### config.mk
export PLATFORM = sky130hd
export DESIGN_NAME = spbs_host_flat
export DESIGN_NICKNAME = d
export VERILOG_FILES = /design/src/spbs_pkg.sv /design/src/spbs_if.sv /design/src/spbs_host.sv /design/src/flat_wrapper.sv
export SDC_FILE = /design/constraint.sdc
export NUM_CORES = 1
export LEC_CHECK = 0
export BUFFER_PORTS_ARGS = -buffer_cell sky130_fd_sc_hd__buf_2
export CORE_MARGIN = 2
export CORE_UTILIZATION = 50
export DETAILED_ROUTE_END_ITERATION = 7
export PLACE_DENSITY = 0.72
export REMOVE_ABC_BUFFERS = 1
export SLEW_MARGIN = 20
export SYNTH_ARGS = -nofsm -noshare
export SYNTH_HDL_FRONTEND = slang
export SYNTH_SLANG_ARGS = --single-unit
### constraint.sdc
create_clock -name core_clk -period 3.05 [get_ports core_clk]
set_input_delay 0.1525 -clock core_clk [delete_from_list [all_inputs] [get_ports core_clk]]
set_output_delay 0.1525 -clock core_clk [all_outputs]
set_load 0.01 [all_outputs]
### src/spbs_pkg.sv
// spbs_pkg: shared constants of the split-port burst-of-four memory link
// assumes one core clock; one link beat per core_clk edge, K and K# rises alternate
package spbs_pkg;
  // ----------------------------------------
  // data shape
  // ----------------------------------------
  localparam int DATA_W = 18;
  localparam int BYTE_W = 9;
  localparam int BYTES = 2;
  localparam int BEATS = 4;
  localparam int ADDR_W = 19;
  localparam int BURST_W = BEATS * DATA_W;
  localparam int MASK_W = BEATS * BYTES;
  // ----------------------------------------
  // timing in link beats (half input-clock cycles)
  // ----------------------------------------
  localparam int LAT_DLL_BEATS = 3;
  localparam int LAT_LEGACY_BEATS = 2;
  localparam logic [2:0] WR_START = 3'h5;
  localparam logic [2:0] WR_COMMIT = 3'h1;
  localparam logic [2:0] RD_LEFT_START = 3'h3;
  localparam logic [1:0] HOST_WR_DELAY = 2'h2;
  localparam logic [1:0] HOST_WR_LOAD = 2'h1;
  localparam int CAP_W = 8;
  localparam int FIFO_DEPTH = 16;
endpackage : spbs_pkg

### src/spbs_if.sv
// spbs_if: pins between the memory controller and the memory device
// assumes both ends run on the same core_clk; the controller makes kRise
`timescale 1ns/1ps
interface spbs_if #(
  parameter int ADDR_W = spbs_pkg::ADDR_W
);
  logic kRise;
  logic readPortSelectN;
  logic writePortSelectN;
  logic [ADDR_W-1:0] addr;
  logic [spbs_pkg::DATA_W-1:0] wrData;
  logic [spbs_pkg::BYTES-1:0] byteLaneEnableN;
  logic outClkStrapHigh;
  logic [spbs_pkg::DATA_W-1:0] rdData;
  logic rdDataOe;
  logic echoTimingOut;

  modport dev (
    input kRise, readPortSelectN, writePortSelectN, addr, wrData, byteLaneEnableN,
    input outClkStrapHigh,
    output rdData, rdDataOe, echoTimingOut
  );
  modport host (
    output kRise, readPortSelectN, writePortSelectN, addr, wrData, byteLaneEnableN,
    output outClkStrapHigh,
    input rdData, rdDataOe, echoTimingOut
  );
endinterface : spbs_if

### src/spbs_host.sv
// spbs_host: memory controller end of the link, with a read-data FIFO
// assumes the device shares core_clk and reads the kRise phase this end makes
`timescale 1ns/1ps
module spbs_fifo #(
  parameter int WIDTH = spbs_pkg::DATA_W,
  parameter int DEPTH = spbs_pkg::FIFO_DEPTH
) (
  input wire logic core_clk,
  input wire logic rst,
  input wire logic inValid,
  output logic inReady,
  input wire logic [WIDTH-1:0] inData,
  output logic outValid,
  input wire logic outReady,
  output logic [WIDTH-1:0] outData,
  output logic [$clog2(DEPTH+1)-1:0] level
);
  localparam int PW = $clog2(DEPTH);
  logic [WIDTH-1:0] store [DEPTH];
  logic [PW-1:0] wrPtr_reg;
  logic [PW-1:0] rdPtr_reg;
  logic [$clog2(DEPTH+1)-1:0] count_reg;
  logic push;
  logic pop;

  assign inReady = (count_reg != DEPTH[$clog2(DEPTH+1)-1:0]);
  assign outValid = (count_reg != '0);
  assign push = inValid && inReady;
  assign pop = outValid && outReady;
  assign outData = store[rdPtr_reg];
  assign level = count_reg;

  always_ff @(posedge core_clk) begin
    if (push) begin
      store[wrPtr_reg] <= inData;
    end
  end

  always_ff @(posedge core_clk) begin
    if (rst) begin
      wrPtr_reg <= '0;
      rdPtr_reg <= '0;
      count_reg <= '0;
    end else begin
      if (push) begin
        wrPtr_reg <= (wrPtr_reg == PW'(DEPTH - 1)) ? '0 : wrPtr_reg + 1'b1;
      end
      if (pop) begin
        rdPtr_reg <= (rdPtr_reg == PW'(DEPTH - 1)) ? '0 : rdPtr_reg + 1'b1;
      end
      count_reg <= count_reg + (push ? 1'b1 : 1'b0) - (pop ? 1'b1 : 1'b0);
    end
  end
endmodule : spbs_fifo

module spbs_host #(
  parameter int ADDR_W = spbs_pkg::ADDR_W,
  parameter int FIFO_DEPTH = spbs_pkg::FIFO_DEPTH
) (
  input wire logic core_clk,
  input wire logic rst,
  spbs_if.host link,
  input wire logic cmdValid,
  output logic cmdReady,
  input wire logic cmdWrite,
  input wire logic [ADDR_W-1:0] cmdAddr,
  input wire logic [spbs_pkg::BURST_W-1:0] cmdWrData,
  input wire logic [spbs_pkg::MASK_W-1:0] cmdByteEnN,
  input wire logic dllOffStrapN,
  input wire logic singleClock,
  output logic rdValid,
  input wire logic rdReady,
  output logic [spbs_pkg::DATA_W-1:0] rdWord
);
  localparam int DW = spbs_pkg::DATA_W;
  localparam int NB = spbs_pkg::BYTES;
  localparam int LW = $clog2(FIFO_DEPTH + 1);

  // ----------------------------------------
  // phase and straps
  // ----------------------------------------
  logic kPhase_reg;
  logic [2:0] dllSync_reg;
  logic dllOn_reg;
  logic strap_reg;

  always_ff @(posedge core_clk) begin
    if (rst) begin
      kPhase_reg <= 1'b0;
      dllSync_reg <= 3'h7;
      dllOn_reg <= 1'b1;
    end else begin
      kPhase_reg <= !kPhase_reg;
      dllSync_reg <= {dllSync_reg[1:0], dllOffStrapN};
      if (dllSync_reg[1] == dllSync_reg[2]) begin
        dllOn_reg <= dllSync_reg[2];
      end
    end
  end

  // the strap tracks its pin through reset, so the device sees it at release
  always_ff @(posedge core_clk) begin
    strap_reg <= singleClock;
  end

  // ----------------------------------------
  // issue
  // ----------------------------------------
  logic [LW-1:0] fifoLevel;
  logic fifoInReady;
  logic [4:0] inflight_reg;
  logic lastRead_reg;
  logic lastWrite_reg;
  logic slot;
  logic room;
  logic issueRead;
  logic issueWrite;
  logic push;

  // credit counts words still in flight so the FIFO can never overflow
  always_comb begin
    slot = !kPhase_reg;
    room = (int'(fifoLevel) + int'(inflight_reg) + spbs_pkg::BEATS) <= FIFO_DEPTH;
    issueRead = slot && cmdValid && !cmdWrite && !lastRead_reg && room && fifoInReady;
    issueWrite = slot && cmdValid && cmdWrite && !lastWrite_reg;
    cmdReady = issueRead || issueWrite;
  end

  logic rpsN_reg;
  logic wpsN_reg;
  logic [ADDR_W-1:0] addr_reg;

  always_ff @(posedge core_clk) begin
    if (rst) begin
      rpsN_reg <= 1'b1;
      wpsN_reg <= 1'b1;
      addr_reg <= '0;
      lastRead_reg <= 1'b0;
      lastWrite_reg <= 1'b0;
    end else begin
      rpsN_reg <= !issueRead;
      wpsN_reg <= !issueWrite;
      if (slot) begin
        addr_reg <= cmdAddr;
        lastRead_reg <= issueRead;
        lastWrite_reg <= issueWrite;
      end
    end
  end

  always_ff @(posedge core_clk) begin
    if (rst) begin
      inflight_reg <= 5'h00;
    end else begin
      inflight_reg <= inflight_reg + (issueRead ? 5'h04 : 5'h00) - (push ? 5'h01 : 5'h00);
    end
  end

  // ----------------------------------------
  // write data beats
  // ----------------------------------------
  logic [spbs_pkg::BURST_W-1:0] wrHold_reg;
  logic [spbs_pkg::MASK_W-1:0] mHold_reg;
  logic [spbs_pkg::BURST_W-1:0] pendData_reg;
  logic [spbs_pkg::MASK_W-1:0] pendMask_reg;
  logic [1:0] wrPend_reg;
  logic [1:0] wrLeft_reg;
  logic [DW-1:0] wrData_reg;
  logic [NB-1:0] bwN_reg;

  // data leaves two edges after the request, one word per beat
  always_ff @(posedge core_clk) begin
    if (rst) begin
      wrHold_reg <= '0;
      mHold_reg <= '1;
      pendData_reg <= '0;
      pendMask_reg <= '1;
      wrPend_reg <= 2'h0;
      wrLeft_reg <= 2'h0;
      wrData_reg <= '0;
      bwN_reg <= '1;
    end else begin
      // a paced command arrives while the last words still shift out
      if (issueWrite) begin
        pendData_reg <= cmdWrData;
        pendMask_reg <= cmdByteEnN;
        wrPend_reg <= spbs_pkg::HOST_WR_DELAY;
      end else if (wrPend_reg != 2'h0) begin
        wrPend_reg <= wrPend_reg - 2'h1;
      end
      if (wrPend_reg == spbs_pkg::HOST_WR_LOAD) begin
        wrData_reg <= pendData_reg[DW-1:0];
        bwN_reg <= pendMask_reg[NB-1:0];
        wrHold_reg <= pendData_reg >> DW;
        mHold_reg <= {{NB{1'b1}}, pendMask_reg[spbs_pkg::MASK_W-1:NB]};
        wrLeft_reg <= 2'h3;
      end else if (wrLeft_reg != 2'h0) begin
        wrData_reg <= wrHold_reg[DW-1:0];
        bwN_reg <= mHold_reg[NB-1:0];
        wrHold_reg <= wrHold_reg >> DW;
        mHold_reg <= {{NB{1'b1}}, mHold_reg[spbs_pkg::MASK_W-1:NB]};
        wrLeft_reg <= wrLeft_reg - 2'h1;
      end else begin
        bwN_reg <= '1;
      end
    end
  end

  // ----------------------------------------
  // read capture
  // ----------------------------------------
  logic [spbs_pkg::CAP_W-1:0] capWin_reg;

  always_ff @(posedge core_clk) begin
    if (rst) begin
      capWin_reg <= '0;
    end else begin
      capWin_reg <= {capWin_reg[spbs_pkg::CAP_W-2:0], issueRead};
    end
  end

  always_comb begin
    if (dllOn_reg) begin
      push = |capWin_reg[spbs_pkg::LAT_DLL_BEATS + 4 -: 4];
    end else begin
      push = |capWin_reg[spbs_pkg::LAT_LEGACY_BEATS + 4 -: 4];
    end
  end

  spbs_fifo #(
    .WIDTH(DW),
    .DEPTH(FIFO_DEPTH)
  ) u_rdFifo (
    .core_clk(core_clk),
    .rst(rst),
    .inValid(push),
    .inReady(fifoInReady),
    .inData(link.rdData),
    .outValid(rdValid),
    .outReady(rdReady),
    .outData(rdWord),
    .level(fifoLevel)
  );

  assign link.kRise = kPhase_reg;
  assign link.readPortSelectN = rpsN_reg;
  assign link.writePortSelectN = wpsN_reg;
  assign link.addr = addr_reg;
  assign link.wrData = wrData_reg;
  assign link.byteLaneEnableN = bwN_reg;
  assign link.outClkStrapHigh = strap_reg;
endmodule : spbs_host

### src/flat_wrapper.sv
// flat-port wrapper written by rule: the top's interface ports become plain ports
module spbs_host_flat 
#(
  parameter int ADDR_W = spbs_pkg::ADDR_W,
  parameter int FIFO_DEPTH = spbs_pkg::FIFO_DEPTH
)
  (core_clk, rst, cmdValid, cmdReady, cmdWrite, cmdAddr, cmdWrData, cmdByteEnN, dllOffStrapN, singleClock, rdValid, rdReady, rdWord, link_kRise, link_readPortSelectN, link_writePortSelectN, link_addr, link_wrData, link_byteLaneEnableN, link_outClkStrapHigh, link_rdData, link_rdDataOe, link_echoTimingOut);
  spbs_if #(.ADDR_W(ADDR_W)) link_i ();
  input wire logic core_clk;
  input wire logic rst;
  input wire logic cmdValid;
  output logic cmdReady;
  input wire logic cmdWrite;
  input wire logic [ADDR_W-1:0] cmdAddr;
  input wire logic [spbs_pkg::BURST_W-1:0] cmdWrData;
  input wire logic [spbs_pkg::MASK_W-1:0] cmdByteEnN;
  input wire logic dllOffStrapN;
  input wire logic singleClock;
  output logic rdValid;
  input wire logic rdReady;
  output logic [spbs_pkg::DATA_W-1:0] rdWord;
  output wire logic [$bits(link_i.kRise)-1:0] link_kRise;
  output wire logic [$bits(link_i.readPortSelectN)-1:0] link_readPortSelectN;
  output wire logic [$bits(link_i.writePortSelectN)-1:0] link_writePortSelectN;
  output wire logic [$bits(link_i.addr)-1:0] link_addr;
  output wire logic [$bits(link_i.wrData)-1:0] link_wrData;
  output wire logic [$bits(link_i.byteLaneEnableN)-1:0] link_byteLaneEnableN;
  output wire logic [$bits(link_i.outClkStrapHigh)-1:0] link_outClkStrapHigh;
  input wire logic [$bits(link_i.rdData)-1:0] link_rdData;
  input wire logic [$bits(link_i.rdDataOe)-1:0] link_rdDataOe;
  input wire logic [$bits(link_i.echoTimingOut)-1:0] link_echoTimingOut;
  assign link_kRise = link_i.kRise;
  assign link_readPortSelectN = link_i.readPortSelectN;
  assign link_writePortSelectN = link_i.writePortSelectN;
  assign link_addr = link_i.addr;
  assign link_wrData = link_i.wrData;
  assign link_byteLaneEnableN = link_i.byteLaneEnableN;
  assign link_outClkStrapHigh = link_i.outClkStrapHigh;
  assign link_i.rdData = link_rdData;
  assign link_i.rdDataOe = link_rdDataOe;
  assign link_i.echoTimingOut = link_echoTimingOut;
  spbs_host #(.ADDR_W(ADDR_W), .FIFO_DEPTH(FIFO_DEPTH)) u_core (.core_clk(core_clk), .rst(rst), .link(link_i), .cmdValid(cmdValid), .cmdReady(cmdReady), .cmdWrite(cmdWrite), .cmdAddr(cmdAddr), .cmdWrData(cmdWrData), .cmdByteEnN(cmdByteEnN), .dllOffStrapN(dllOffStrapN), .singleClock(singleClock), .rdValid(rdValid), .rdReady(rdReady), .rdWord(rdWord));
endmodule
==> reports/qor.yml <==
grt_max_degree: 104
portBuffers: 186
rsz0062_at_grt: "true"
cts_max_path_buffers: 3
critPathLaunch: "u_core.u_rdFifo.level[0]$_SDFF_PP0_"
diodes: 0
worst_slew_pin_slew_ps: 1050
layout.nets: 1864
io_pins: 189
hold_depth: 2
irDropWorstVdd_mv: 0.486
avgRoutedWirePerCell_um: 20.1
synth_compound_area_share_pct: 5.60
yosysWarnings: 0
cts_max_level: 2
ys_top_cells_by_area: "edfxtp_1 (44%), dfxtp_1 (23%), mux4_2 (6.6%)"
final_area_um2: 24300
clk_latency_ps: 580
die_y_um: 203
start_kind: "flop"
ys_ff_latch: 511
crit_type: "reg2reg"
synth-seq-area-share_pct: 66.3
drv_slew: 0
worstReg2RegStart: "u_core.u_rdFifo.level[0]$_SDFF_PP0_"
setup_ws_ps: 106
worst-path-max-fanout: 4
grt-ovfl-total: 0
worst_path_dominant_cell_family: "adder cells"
min_from: "rst"
placed_area_um2: 21400
cts_inserted_buffers: 50
synth_simple_gate_area_share_pct: 8.21
critical_path.slowest_cell: "fa_2"
start_util_pct: 50.9
synth_mux_area_share_pct: 15.0
grt_pass1_vias: 12700
die_area_um2: 41100
n_fill_cell: 2770
synth-main-ff-cell: "edfxtp_1"
core_area_um2: 38800
grt_usage_pct: 22.3
finClkSkew_ps: 27.8
dp_hpwl_um: 24800
setup-tns-final_ps: 0
slew_headroom_pct: 29.9
reg2reg_depth: 14
synth_top_family_by_area: "multiplexers"
ant_nets: 0
power_mw: 16.3
pre_cts_slack_ps: 28.3
largest_register_ffs: 288
hold_violations: 0
drt_iter0_drc: 908
synthCells: 1396
setup_viol_count_final: 0
path_clk_slew_ps: 60
remaining_drc_errors: 0
synthArstFlopShare_pct: 0
cp_num_buf_inv: 3
status: "completed"
root_buffer: "clkbuf_16"
yosys.area_share.xor_xnor_pct: 0.354
vias: 12500
cp.depth: 14
drive_above_1_share_pct: 23.2
hold_class: "in2reg"
antenna_found_initial: 0
gp_congestion: 0.775
wirelength_um: 45600
die_w_um: 203
yosysUniqueCellTypes: 46
fmax_mhz: 340
synth_largest_area_cell: "edfxtp_1"
fin_crit_ps: 2940
via_per_inst: 5.51
critPathCaptureType: "flop"
fp-row-count: 72
synth.avg_cell_area_um2: 14.2
dr.pass1.iters: 5
cts_tree: "yes"
area_growth_pct: 22.9
timing.final.crit_share_pct: 96.5
synth_top_area_share_pct: 43.8
synth_edf_count: 288
power-per-cell-area_nw_per_um2: 671
synthAdderAreaFrac_pct: 1.70
tritoncts_num_sinks: 511
power.leakage_nw: 8.97
synth_area_um2: 19800
critical_path.max_stage_delay_ps: 510
path_cells: "ha_2, inv_1, fa_2, inv_1, o22ai_2, a211oi_1, or2_2, ha_1, inv_2, ha_1, a21o_1, a21oi_2, xnor2_1, nor2_1"
grt_pass1_wl_um: 71200
worstPathArrival_ps: 3390
required_ps: 3500
drv_cap: 0
-- cell usage after synthesis, types with 9 or more instances --
cell	instances
nor2_1	100
mux4_2	58
buf_2	26
a211oi_1	56
edfxtp_1	288
a21oi_1	104
buf_1	11
dfxtp_1	223
nor2b_1	13
mux4_1	32
nand3_1	23
clkbuf_1	45
nor3_1	10
nand3b_1	9
mux2i_1	80
ha_1	22
inv_1	25
nand2_1	195
-- final cells by class --
| type | instances | area, µm² | area share, % |
|---|---|---|---|
| Clock buffer | 69 | 1390 | 5.74 |
| Multi-Input combinational cell | 765 | 6230 | 25.7 |
| Tap cell | 518 | 648 | 2.67 |
| Clock inverter | 21 | 171 | 0.706 |
| Inverter | 25 | 93.8 | 0.386 |
| Timing Repair Buffer | 360 | 2620 | 10.8 |
| Sequential cell | 511 | 13100 | 54.0 |
-- metrics by stage --
step                utilization, %  instances  hold slack [ps]
floorplan                        -       1301              180
global placement              55.2       2052              255
detailed placement            55.2       2052              257
CTS                           62.3       2264             90.4
global route                  62.5       2269              120
finish                        62.5       2269              102
-- report_power, final --
part | switching [mW] | leakage (nW) | internal [mW]
Clock | 2.51 | 0.768 | 3.36
Combinational | 1.37 | 3.80 | 1.46
Sequential | 0.132 | 4.40 | 7.45
-- cells by family after synthesis --
kind of cell / after synthesis
AOI/OAI and AO/OA: 184
xor gates and xnor gates: 8
adders and majority gates: 25
buffers and inverters: 120
DFF: 511
muxes: 171
and+or+nand+nor: 377
-- worst paths after layout --
path                                                           end  slack, ps
worst max register to register   u_core.inflight_reg[4]$_SDFF_PP0_        110
worst max-delay path             u_core.inflight_reg[4]$_SDFF_PP0_        110
worst min-delay path            u_core.wrHold_reg[47]$_SDFFE_PP0P_        100
worst min register to register    u_core.dllSync_reg[1]$_SDFF_PP1_        410
-- cell usage in the layout, fill, tap and decap left out, drive strengths merged, types with 2 or more instances in the layout --
master	netlist	final
buf	48	238
or2	4	4
or3	2	2
nand3	23	23
nand2b	8	8
clkinv	0	18
xor2	5	5
o21bai	6	6
bufinv	0	2
nor4b	2	2
ha	22	22
fa	3	3
clkbuf	46	69
mux2i	80	80
nor3	10	10
nor4bb	2	2
a211oi	56	56
inv	25	25
dlygate4sd3	0	122
xnor2	3	3
nand2	195	195
dfxtp	223	223
nor3b	5	5
a21o	3	3
a21oi	104	104
nand3b	9	9
mux4	90	90
o21ai	8	8
nor2	100	100
nor2b	13	13
edfxtp	288	288
-- per-layer routing --
layer,GRT usage (%),vias up,part of all wire (%)
met3,3.79,63,6.3
met5,0,-,0
met2,38.7,433,51
met1,29.3,6215,41
met4,5.47,0,1.9
li1,-,5788,-
-- what timing repair did --
action / CTS / global route
hold buffers: 122 / 0
gates resized for setup: 0 / 14
endpoints found under the setup margin: 0 / 5
buffers inserted: 0 / 5
endpoints found under the hold margin: 394 / 0
No activity file was read; power rests on OpenSTA's default activity.
